--- src/pkg/adcs_pkg.sv ---
// Shared constants and carrier types of the conversion sequencer
package adcs_pkg;

    // ****************************************************************
    // Register map (APB byte addresses)
    // ****************************************************************
    localparam logic [7:0] ADCS_CFG_OFF   = 8'h00;
    localparam logic [7:0] ADCS_START_OFF = 8'h04;
    localparam logic [7:0] ADCS_STAT_OFF  = 8'h08;
    localparam logic [7:0] ADCS_DLY_OFF   = 8'h0C;
    localparam logic [7:0] ADCS_CMD_OFF   = 8'h10;
    localparam logic [7:0] ADCS_OPT_OFF   = 8'h14;
    localparam logic [7:0] ADCS_ARM_OFF   = 8'h18;
    localparam logic [7:0] ADCS_TSEL_OFF  = 8'h1C;
    localparam logic [7:0] ADCS_RES_BASE  = 8'h20;

    // ****************************************************************
    // Field positions
    // ****************************************************************
    localparam int ADCS_CFG_CIRC   = 0;
    localparam int ADCS_CFG_LEFT   = 1;
    localparam int ADCS_CFG_FLUSH  = 2;
    localparam int ADCS_CFG_STOP   = 3;
    localparam int ADCS_START_BIT  = 0;
    localparam int ADCS_ST_CONV    = 0;
    localparam int ADCS_ST_SEQ     = 1;
    localparam int ADCS_ST_FULL    = 2;
    localparam int ADCS_ST_BUSY    = 3;
    localparam int ADCS_ST_WPTR    = 8;
    localparam int ADCS_ST_RPTR    = 12;
    localparam int ADCS_OPT_RELOAD = 0;
    localparam int ADCS_OPT_AUTOFLUSH_ENABLE = 1;
    localparam int ADCS_OPT_MCFL   = 2;
    localparam int ADCS_OPT_HWTRG  = 3;
    localparam int ADCS_ARM_BIT    = 0;
    localparam int ADCS_CMD_GAIN   = 3;
    localparam int ADCS_RES_HI     = 2;
    localparam int ADCS_RES_IDX    = 3;

    // ****************************************************************
    // Sizes and reset values
    // ****************************************************************
    localparam int          ADCS_DEPTH    = 8;
    localparam int          ADCS_DLY_W    = 8;
    localparam int          ADCS_TSRC     = 16;
    localparam logic [3:0]  ADCS_OPT_RST  = 4'h4;
    localparam logic [31:0] ADCS_ZERO     = 32'h0000_0000;

    // ****************************************************************
    // Types
    // ****************************************************************
    typedef enum logic [1:0] {
        ADCS_IDLE,
        ADCS_WAIT_DLY,
        ADCS_ISSUE,
        ADCS_CONV
    } adcs_fsm_type;

    typedef enum logic [1:0] {
        ADCS_SINGLE,
        ADCS_SINGLE_AF,
        ADCS_CONT,
        ADCS_RELOAD
    } adcs_mode_type;

    // Command toward the converter macro
    typedef struct packed {
        logic       start;
        logic       abort;
        logic       gain;
        logic [2:0] channel;
    } adcs_cmd_type;

    // Answer from the converter macro
    typedef struct packed {
        logic       done;
        logic [9:0] data;
    } adcs_res_type;

endpackage : adcs_pkg

--- src/hw/adcs_sequencer.sv ---
// Conversion sequencer: command queue, modes, trigger, delay, result buffer
//
// Chosen here: register access over APB and the register addresses.
`timescale 1ns/1ps

module adcs_sequencer
    import adcs_pkg::*;
#(
    parameter int DEPTH = ADCS_DEPTH,
    parameter int DLY_W = ADCS_DLY_W,
    parameter int TSRC  = ADCS_TSRC
) (
    // Clock and reset
    input  wire logic               i_clock,
    input  wire logic               i_rst_n,
    // APB slave
    input  wire logic               i_psel,
    input  wire logic               i_penable,
    input  wire logic               i_pwrite,
    input  wire logic [7:0]         i_paddr,
    input  wire logic [31:0]        i_pwdata,
    output logic      [31:0]        o_prdata,
    output logic                    o_pready,
    output logic                    o_pslverr,
    // Hardware trigger sources, one-cycle event pulses
    input  wire logic [TSRC-1:0]    i_hw_trigger,
    // Converter macro
    output adcs_cmd_type            o_conv,
    input  wire adcs_res_type       i_conv
);

    localparam int PTR_W = $clog2(DEPTH);
    localparam int CNT_W = PTR_W + 1;
    localparam logic [CNT_W-1:0] FULL_CNT = CNT_W'(DEPTH);
    localparam logic [7:0] RES_SPAN = 8'(DEPTH * 8);

    typedef struct packed {
        adcs_fsm_type               fsm;
        adcs_mode_type              prev_mode;
        logic                       circular;
        logic                       left_align;
        logic                       reload_en;
        logic                       autoflush_enable_en;
        logic                       mcflush_en;
        logic                       hwtrg_en;
        logic                       arm;
        logic [3:0]                 trig_sel;
        logic [DLY_W-1:0]           dly_cfg;
        logic [DLY_W-1:0]           dly_cnt;
        logic [PTR_W-1:0]           wptr;
        logic [PTR_W-1:0]           rptr;
        logic [CNT_W-1:0]           count;
        logic [DEPTH-1:0][3:0]      queue;
        logic [DEPTH-1:0][7:0]      res_hi;
        logic [DEPTH-1:0][7:0]      res_lo;
        logic                       conv_done;
        logic                       seq_done;
        logic                       full_evt;
        logic                       pready;
        logic                       pslverr;
        logic [31:0]                prdata;
        adcs_cmd_type               conv;
    } adcs_regs_type;

    adcs_regs_type state_reg;
    adcs_regs_type state_next;

    // ****************************************************************
    // Mode decode
    // ****************************************************************
    function automatic adcs_mode_type mode_of(input logic circ,
                                              input logic rel,
                                              input logic af);
        if (circ) begin
            mode_of = rel ? ADCS_RELOAD : ADCS_CONT;
        end else begin
            mode_of = af ? ADCS_SINGLE_AF : ADCS_SINGLE;
        end
    endfunction : mode_of

    // ****************************************************************
    // Next-state logic
    // ****************************************************************
    always_comb begin
        adcs_mode_type     mode;
        logic              acc;
        logic              wr;
        logic              hit;
        logic [31:0]       rdata;
        logic [7:0]        roff;
        logic [PTR_W-1:0]  ridx;
        logic              sw_start;
        logic              sw_stop;
        logic              flush;
        logic              push;
        logic              inc;
        logic              dec;
        logic              full_set;
        logic              start_req;
        logic              last;
        logic              repeat_mode;
        logic [9:0]        d;

        state_next = state_reg;
        mode        = mode_of(state_reg.circular, state_reg.reload_en,
                              state_reg.autoflush_enable_en);
        repeat_mode = state_reg.circular;
        acc         = i_psel & i_penable;
        wr          = acc & state_reg.pready & i_pwrite;
        roff        = i_paddr - ADCS_RES_BASE;
        ridx        = roff[ADCS_RES_IDX +: PTR_W];
        sw_start    = 1'b0;
        sw_stop     = 1'b0;
        flush       = 1'b0;
        push        = 1'b0;
        inc         = 1'b0;
        dec         = 1'b0;
        full_set    = 1'b0;
        last        = 1'b0;
        start_req   = 1'b0;
        d           = i_conv.data;
        state_next.conv.start = 1'b0;
        state_next.conv.abort = 1'b0;

        // APB decode and read mux; one wait state on every access
        hit   = 1'b1;
        rdata = ADCS_ZERO;
        unique case (i_paddr)
            ADCS_CFG_OFF: begin
                rdata[ADCS_CFG_CIRC] = state_reg.circular;
                rdata[ADCS_CFG_LEFT] = state_reg.left_align;
            end
            ADCS_START_OFF: rdata = ADCS_ZERO;
            ADCS_STAT_OFF: begin
                rdata[ADCS_ST_CONV] = state_reg.conv_done;
                rdata[ADCS_ST_SEQ]  = state_reg.seq_done;
                rdata[ADCS_ST_FULL] = state_reg.full_evt;
                rdata[ADCS_ST_BUSY] = state_reg.fsm != ADCS_IDLE;
                rdata[ADCS_ST_WPTR +: PTR_W] = state_reg.wptr;
                rdata[ADCS_ST_RPTR +: PTR_W] = state_reg.rptr;
            end
            ADCS_DLY_OFF: rdata[DLY_W-1:0] = state_reg.dly_cfg;
            ADCS_CMD_OFF: rdata = ADCS_ZERO;
            ADCS_OPT_OFF: begin
                rdata[ADCS_OPT_RELOAD] = state_reg.reload_en;
                rdata[ADCS_OPT_AUTOFLUSH_ENABLE] = state_reg.autoflush_enable_en;
                rdata[ADCS_OPT_MCFL]   = state_reg.mcflush_en;
                rdata[ADCS_OPT_HWTRG]  = state_reg.hwtrg_en;
            end
            ADCS_ARM_OFF: rdata[ADCS_ARM_BIT] = state_reg.arm;
            ADCS_TSEL_OFF: rdata[3:0] = state_reg.trig_sel;
            default: begin
                hit = (i_paddr >= ADCS_RES_BASE) && (roff < RES_SPAN)
                      && (i_paddr[1:0] == 2'b00);
                if (hit) begin
                    rdata[7:0] = roff[ADCS_RES_HI] ? state_reg.res_hi[ridx]
                                                   : state_reg.res_lo[ridx];
                end
            end
        endcase
        state_next.pready  = acc & ~state_reg.pready;
        state_next.pslverr = acc & ~state_reg.pready & ~hit;
        if (acc & ~state_reg.pready) begin
            state_next.prdata = i_pwrite ? ADCS_ZERO : rdata;
        end

        // Register writes take effect at the completing edge
        if (wr & hit) begin
            unique case (i_paddr)
                ADCS_CFG_OFF: begin
                    state_next.circular   = i_pwdata[ADCS_CFG_CIRC];
                    state_next.left_align = i_pwdata[ADCS_CFG_LEFT];
                    flush   = i_pwdata[ADCS_CFG_FLUSH];
                    sw_stop = i_pwdata[ADCS_CFG_STOP];
                end
                ADCS_START_OFF: sw_start = i_pwdata[ADCS_START_BIT];
                ADCS_STAT_OFF: begin
                    // Write one to clear
                    if (i_pwdata[ADCS_ST_CONV]) begin
                        state_next.conv_done = 1'b0;
                    end
                    if (i_pwdata[ADCS_ST_SEQ]) begin
                        state_next.seq_done = 1'b0;
                    end
                end
                ADCS_DLY_OFF: state_next.dly_cfg = i_pwdata[DLY_W-1:0];
                ADCS_CMD_OFF: push = 1'b1;
                ADCS_OPT_OFF: begin
                    state_next.reload_en  = i_pwdata[ADCS_OPT_RELOAD];
                    state_next.autoflush_enable_en  = i_pwdata[ADCS_OPT_AUTOFLUSH_ENABLE];
                    state_next.mcflush_en = i_pwdata[ADCS_OPT_MCFL];
                    state_next.hwtrg_en   = i_pwdata[ADCS_OPT_HWTRG];
                end
                ADCS_ARM_OFF: state_next.arm = i_pwdata[ADCS_ARM_BIT];
                ADCS_TSEL_OFF: state_next.trig_sel = i_pwdata[3:0];
                default: ;
            endcase
        end

        // Mode tracked one cycle behind; a change triggers the implicit flush
        state_next.prev_mode = mode;
        if (state_reg.mcflush_en && (mode != state_reg.prev_mode)) begin
            flush = 1'b1;
        end

        // Queue push; a write to a full queue only raises the event
        if (push) begin
            if (state_reg.count == FULL_CNT) begin
                full_set = 1'b1;
            end else begin
                state_next.queue[state_reg.wptr] = i_pwdata[3:0];
                state_next.wptr = state_reg.wptr + 1'b1;
                inc = 1'b1;
            end
        end

        // Either source may start; trigger only while armed and enabled
        start_req = sw_start | (state_reg.hwtrg_en & state_reg.arm
                    & i_hw_trigger[state_reg.trig_sel]);

        // ************************************************************
        // Sequencer
        // ************************************************************
        unique case (state_reg.fsm)
            ADCS_IDLE: begin
                // Empty queue cannot start; software must load it first
                if (start_req && (state_reg.count != '0)) begin
                    state_next.arm     = 1'b0;
                    state_next.dly_cnt = state_reg.dly_cfg;
                    if (repeat_mode) begin
                        state_next.rptr = '0;
                    end
                    state_next.fsm = (state_reg.dly_cfg == '0) ? ADCS_ISSUE
                                                               : ADCS_WAIT_DLY;
                end
            end
            ADCS_WAIT_DLY: begin
                // Start requests are dropped while busy
                state_next.dly_cnt = state_reg.dly_cnt - 1'b1;
                if (state_reg.dly_cnt <= 1) begin
                    state_next.fsm = ADCS_ISSUE;
                end
            end
            ADCS_ISSUE: begin
                state_next.conv.start   = 1'b1;
                state_next.conv.gain    = state_reg.queue[state_reg.rptr][ADCS_CMD_GAIN];
                state_next.conv.channel = state_reg.queue[state_reg.rptr][2:0];
                state_next.fsm          = ADCS_CONV;
            end
            ADCS_CONV: begin
                if (i_conv.done) begin
                    if (state_reg.left_align) begin
                        state_next.res_hi[state_reg.rptr] = d[9:2];
                        state_next.res_lo[state_reg.rptr] = {d[1:0], 6'h00};
                    end else begin
                        state_next.res_hi[state_reg.rptr] = {6'h00, d[9:8]};
                        state_next.res_lo[state_reg.rptr] = d[7:0];
                    end
                    state_next.conv_done = 1'b1;
                    state_next.rptr = state_reg.rptr + 1'b1;
                    if (repeat_mode) begin
                        last = (CNT_W'(state_reg.rptr) + 1'b1) == state_reg.count;
                    end else begin
                        dec  = 1'b1;
                        last = (state_reg.count + inc) == CNT_W'(1);
                    end
                    state_next.fsm = ADCS_ISSUE;
                    if (last) begin
                        state_next.seq_done = 1'b1;
                        unique case (mode)
                            ADCS_CONT: begin
                                state_next.rptr = '0;
                            end
                            ADCS_RELOAD: begin
                                state_next.rptr = '0;
                                state_next.fsm  = ADCS_IDLE;
                            end
                            ADCS_SINGLE_AF: begin
                                flush          = 1'b1;
                                state_next.fsm = ADCS_IDLE;
                            end
                            ADCS_SINGLE: begin
                                // Pointers keep their place for the next run
                                state_next.fsm = ADCS_IDLE;
                            end
                        endcase
                    end
                end
            end
        endcase

        // Stop wins over the sequencer in the same cycle
        if (sw_stop) begin
            state_next.arm = 1'b0;
            state_next.fsm = ADCS_IDLE;
            state_next.conv.start = 1'b0;
            state_next.conv.abort = state_reg.fsm != ADCS_IDLE;
            dec = 1'b0;
        end

        // Count update; consuming an entry clears the full event
        state_next.count = state_reg.count + inc - dec;
        if (dec) begin
            state_next.full_evt = 1'b0;
        end
        if (flush) begin
            state_next.wptr     = '0;
            state_next.rptr     = '0;
            state_next.count    = '0;
            state_next.full_evt = 1'b0;
            if (push && !full_set) begin
                state_next.queue[0] = i_pwdata[3:0];
                state_next.wptr     = PTR_W'(1);
                state_next.count    = CNT_W'(1);
            end
        end
        // Setting the event wins over any clear in the same cycle
        if (full_set) begin
            state_next.full_evt = 1'b1;
        end
    end

    // ****************************************************************
    // State register
    // ****************************************************************
    always_ff @(posedge i_clock or negedge i_rst_n) begin
        if (!i_rst_n) begin
            state_reg            <= '0;
            state_reg.fsm        <= ADCS_IDLE;
            state_reg.prev_mode  <= ADCS_SINGLE;
            state_reg.reload_en  <= ADCS_OPT_RST[ADCS_OPT_RELOAD];
            state_reg.autoflush_enable_en  <= ADCS_OPT_RST[ADCS_OPT_AUTOFLUSH_ENABLE];
            state_reg.mcflush_en <= ADCS_OPT_RST[ADCS_OPT_MCFL];
            state_reg.hwtrg_en   <= ADCS_OPT_RST[ADCS_OPT_HWTRG];
        end else begin
            state_reg <= state_next;
        end
    end

    assign o_prdata  = state_reg.prdata;
    assign o_pready  = state_reg.pready;
    assign o_pslverr = state_reg.pslverr;
    assign o_conv    = state_reg.conv;

endmodule : adcs_sequencer

--- config.mk ---
export PLATFORM = sky130hd
export DESIGN_NAME = adcs_sequencer
export DESIGN_NICKNAME = d
export VERILOG_FILES = /design/src/pkg/adcs_pkg.sv /design/src/hw/adcs_sequencer.sv
export SDC_FILE = /design/constraint.sdc
export NUM_CORES = 1
export LEC_CHECK = 0
export BUFFER_PORTS_ARGS = -buffer_cell sky130_fd_sc_hd__buf_2
export CORE_ASPECT_RATIO = 0.5
export CORE_UTILIZATION = 50
export CTS_CLUSTER_DIAMETER = 80
export DETAILED_ROUTE_END_ITERATION = 12
export GPL_ROUTABILITY_DRIVEN = 0
export PLACE_DENSITY = 0.73
export RECOVER_POWER = 25
export SYNTH_ARGS = -nofsm -noshare
export SYNTH_HDL_FRONTEND = slang
export SYNTH_SLANG_ARGS = --single-unit
export TNS_END_PERCENT = 20
--- constraint.sdc ---
create_clock -name i_clock -period 2.8 [get_ports i_clock]
set_input_delay 0.14 -clock i_clock [delete_from_list [all_inputs] [get_ports i_clock]]
set_output_delay 0.14 -clock i_clock [all_outputs]
set_load 0.005 [all_outputs]
After elaboration in Yosys (flattened, before gate mapping)
Cells that the tools add are included.

Logic and storage cells: 237. Bits in registers: 244.

Eq/ne operators: 25. Add/sub/neg operators: 7. Bitwise logic cells: 12. Reduce and logical (&&, ||, !) cells: 36. Multiplexer cells: 99. Magnitude comparators: 9.

Operators with widths (number): $bwmux 64 (4); $mux 128 (1); $mux 8 (7); $bmux 8 s3 (2); $mux 1 (41); $bwmux 32 (1); $eq 8x5->1 const B (4); $mux 4 (7); $mux 3 (9); $mux 2 (13); $demux 8 s3 (1); $ne 3x3->1 const B (6); $eq 8x4->1 const B (2); $logic_not 8->1 (2); $pmux 8 s2 (1); $reduce_and 2->1 (8); $mux 15 (1); $mux 13 (1); $bmux 4 s3 (1); $demux 4 s3 (1); $lt 3x4->1 const B (3); $mux 10 (1); $pmux 2 s5 (1); $and 1x1->1 (8); other kinds (41) (62).

Longest topological paths before layout
Depth after elaboration: 18. Gate-level depth with buffers: 15. Depth with buffers taken out: 12.

Least setup slack after synthesis
No wires, ideal clock.

Path type: input to register. Start point: input port i_paddr[3]. End point: register state_reg[171] (netlist name). Arrival time: 2672 ps. Slack: 3 ps. Buffers on the path: 3. Cell stages on the path: 14. Path through: buf_2 > buf_2 > buf_2 > nor2_1 > nand4_1 > a21oi_1 > ha_1 > ha_1 > xor2_1 > nor2_1 > nand3_1 > nand3_1 > o21a_1 > mux2_2.

RTL lines: from (decl) (RTL line adcs_sequencer.sv:20) `input wire logic [7:0] i_paddr,`; to (signal assigned) (RTL line adcs_sequencer.sv:336) `state_reg <= state_next;`; to (decl) (RTL line adcs_sequencer.sv:65) `adcs_regs_type state_reg;`.

==> flow_summary.toml <==
[critical_path]
cp_slowest_cell = "dfrtp_1"
crit_chain = "nand4_1, nor2_2, nand4_1, a21oi_1, ha_1, ha_1, xor2_1, nor2_2, nand3_1, nand3_1, o21a_1, mux2_2"
critPathLaunchType = "flip-flop"
slowest_delay_ps = 360
worst_setup_path_end_kind = "flip-flop"
cpLargestDelayFamily = "simple AND/OR/NAND/NOR gates"
required_ps = 3180
worstPathMaxFanout = 4
criticalPathCategory = "flip-flop to flip-flop"
path_buf_inv = 0
cp.arrival_ps = 3020

[layout]
drive_gt1_share_pct = 22.9
regArea_um2 = 5660
instances_no_fill = 1362
multiInputGateArea_um2 = 4790
fill_cells = 1737
diodes = 0
areaGrowthSynthToFinish_pct = 11.5
postLayoutCellArea_um2 = 12200
nets = 1137
largest_reg_flops = 204

[route]
firstDrtPassIters = 5
wl_mm = 25.6
ant_nets = 0
wire_per_inst_um = 18.8
via_count = 7907
remaining_drc_errors = 0
viasPerCell = 5.81
drt_iter0_markers = 503

[synth]
ys_seq_area_share_pct = 51.5
synthDominantCellAreaShare_pct = 51.3
syn_inst = 1015
yosys_warnings = 0
ys.flop_type = "dfrtp_1"
yosys-top-cells-area = "dfrtp_1 51%, mux4_2 8.6%, o21ai_0 6.9%, nand2_1 5.9%, mux2_2 5.1%"
syn-cell-area_um2 = 11000
synth.top_cells.by_count = "225 x dfrtp_1, 174 x nand2_1, 151 x o21ai_0"
ys_ff_latch = 226
synth-edff-count = 0
synthArstFlopShare_pct = 100
synth_top_cell_by_area = "dfrtp_1"
ys_types = 68
syn_avg_cell_area_um2 = 10.8
yosysMostFrequentCell = "dfrtp_1"

[floorplan]
dieArea_um2 = 22600
rows = 37
die_width_um = 212
core_um2 = 21000
initial_core_util_pct = 52.2
io_pins = 112
dieHeight_um = 107

[power_and_ir_drop]
switchingPower_w = 0.00144
pwr-share-seq_pct = 50.0
swShare_pct = 21.8
power.leakage_nw = 5.60
power_density_nw_per_um2 = 538
power_frac_clock_pct = 45.5
pwr-share-comb_pct = 4.6
p_int_w = 0.00515
ir_drop_mv = 0.300

[global_routing]
antenna_found_initial = 0
grt_pass1_wl_mm = 42.3
grt_max_degree = 89
gr-total-overflow = 0
first_global_vias = 7952
grt.total_usage_pct = 23.9

[clock_tree]
numClockSinks = 226
root_buffer = "clkbuf_16"
cts_setup_buffers = 0
cts_buffers = 21
clk_latency_ps = 500
cts_tree = "yes"
htree_levels = 1
path_clk_slew_ps = 70
cts_max_path_buffers = 3

[timing]
fin_ws_ps = 153
whs_ps = 60.2
final_max_slew_viol_count = 88
rsz0062_at_grt = "no"
maxSlewHeadroom_pct = -44.7
fin_skew_ps = 11.2
setup_viol = 0
hold_viol = 0
fin_tns_setup_ps = 0
finalCritPeriodShare_pct = 94.5
fmax_ghz = 0.378
worst_pin_slew_ps = 2170
finalCriticalPeriod_ps = 2650

[placement]
post-place-cells = 1319
portBuffers = 69
pre_cts_slack_ps = 10.5
hpwlAfterDp_mm = 17.2
dpl_cell_area_um2 = 11500

[run_status]
violations = "capacitance limit, slew limit"
run_status = "finished with violations"

[run]
cap_violations = 1

[hold_path]
hold_path_class = "input port to flip-flop"
==> worst paths after layout <==
| kind | from | endpoint | slack [ps] | cells past startpoint |
|---|---|---|---|---|
| hold reg to reg | state_reg[150]$_DFFE_PN0P_ | state_reg[150]$_DFFE_PN0P_ | 480 | 2 |
| min in group asynchronous | i_rst_n | state_reg[59]$_DFFE_PN0P_ | 800 | 2 |
| setup reg to reg | o_pready$_DFF_PN0_ | state_reg[172]$_DFF_PN0_ | 150 | 12 |
| setup / recovery | o_pready$_DFF_PN0_ | state_reg[172]$_DFF_PN0_ | 150 | 12 |
| hold / removal | i_conv[10] | state_reg[243]$_DFFE_PN0P_ | 60 | 4 |
| max in group asynchronous | i_rst_n | o_conv[3]$_DFFE_PN0P_ | 520 | 3 |
==> cells by family after synthesis <==
group	share of synthesized area [%]
flip-flops	51.5
other	0.0342
buffers and inverters	5.48
XOR/XNOR	0.957
adder cells (fa/ha/maj)	1.03
AND/OR/NAND/NOR	13.0
multiplexers	16.1
AO/OA/AOI/OAI	11.9
==> metal layers <==
| metal | vias to the layer above | share of wire [%] | GRT usage, % |
|---|---|---|---|
| li1 | 3628 | - | - |
| met2 | 262 | 46 | 38.6 |
| met3 | 45 | 6.1 | 3.28 |
| met1 | 3972 | 46 | 34.5 |
| met5 | - | 0 | 0 |
| met4 | 0 | 1.7 | 5.54 |
==> power by group through the flow <==
stage	clock network [W]	registers [W]	logic, W
2_1_floorplan	0	0.00335	0.000163
3_3_place_gp	0	0.00335	0.000294
3_5_place_dp	0	0.00335	0.000299
4_1_cts	0.00303	0.00329	0.000307
5_1_grt	0.00316	0.00329	0.000337
6_report	0.00299	0.00329	0.000301
==> metrics by stage <==
stage | total power, W | utilization, %
5_1_grt | 0.00679 | 58.3
6_report | 0.00658 | 58.3
3_3_place_gp | 0.00364 | 54.6
3_5_place_dp | 0.00365 | 54.6
2_1_floorplan | 0.00351 | -
4_1_cts | 0.00663 | 58.3
==> cell usage in the layout, fill, tap and decap left out, types with 9 or more instances in the layout <==
| cell type | count |
|---|---|
| mux2_2 | 49 |
| conb_1 | 18 |
| clkbuf_16 | 21 |
| nand3_1 | 21 |
| nor3_1 | 14 |
| buf_4 | 27 |
| a221oi_1 | 12 |
| buf_2 | 66 |
| nor2_1 | 37 |
| inv_1 | 13 |
| o21ai_0 | 151 |
| nand2b_1 | 13 |
| dfrtp_1 | 225 |
| ha_1 | 9 |
| mux4_2 | 42 |
| mux2i_1 | 20 |
| nand2_1 | 174 |
| a21oi_1 | 14 |
==> what timing repair did <==
item | CTS | global route
hold buffers | 6 | 0
gates resized for setup | 0 | 2
hold endpoints to repair | 91 | 0
endpoints found under the setup margin | 0 | 4
==> worst register-to-register path: cells and delay by family, from the launching register on <==
family          cells  cell delay, ps
xor+xnor            1             260
mux                 1             290
flops               1             360
simple gates        6             850
fa+ha+maj           2             350
compound gates      2             420
==> final cells by class <==
cell class / instances / share of cell area [%]
clock buffer: 27 / 4.80
clock inverter: 10 / 1.08
inverter: 14 / 0.429
multi-input combinational: 688 / 39.1
sequential: 226 / 46.2
tap: 292 / 2.98
timing repair buffer: 105 / 5.37
Power figures use the tool's default switching activity.
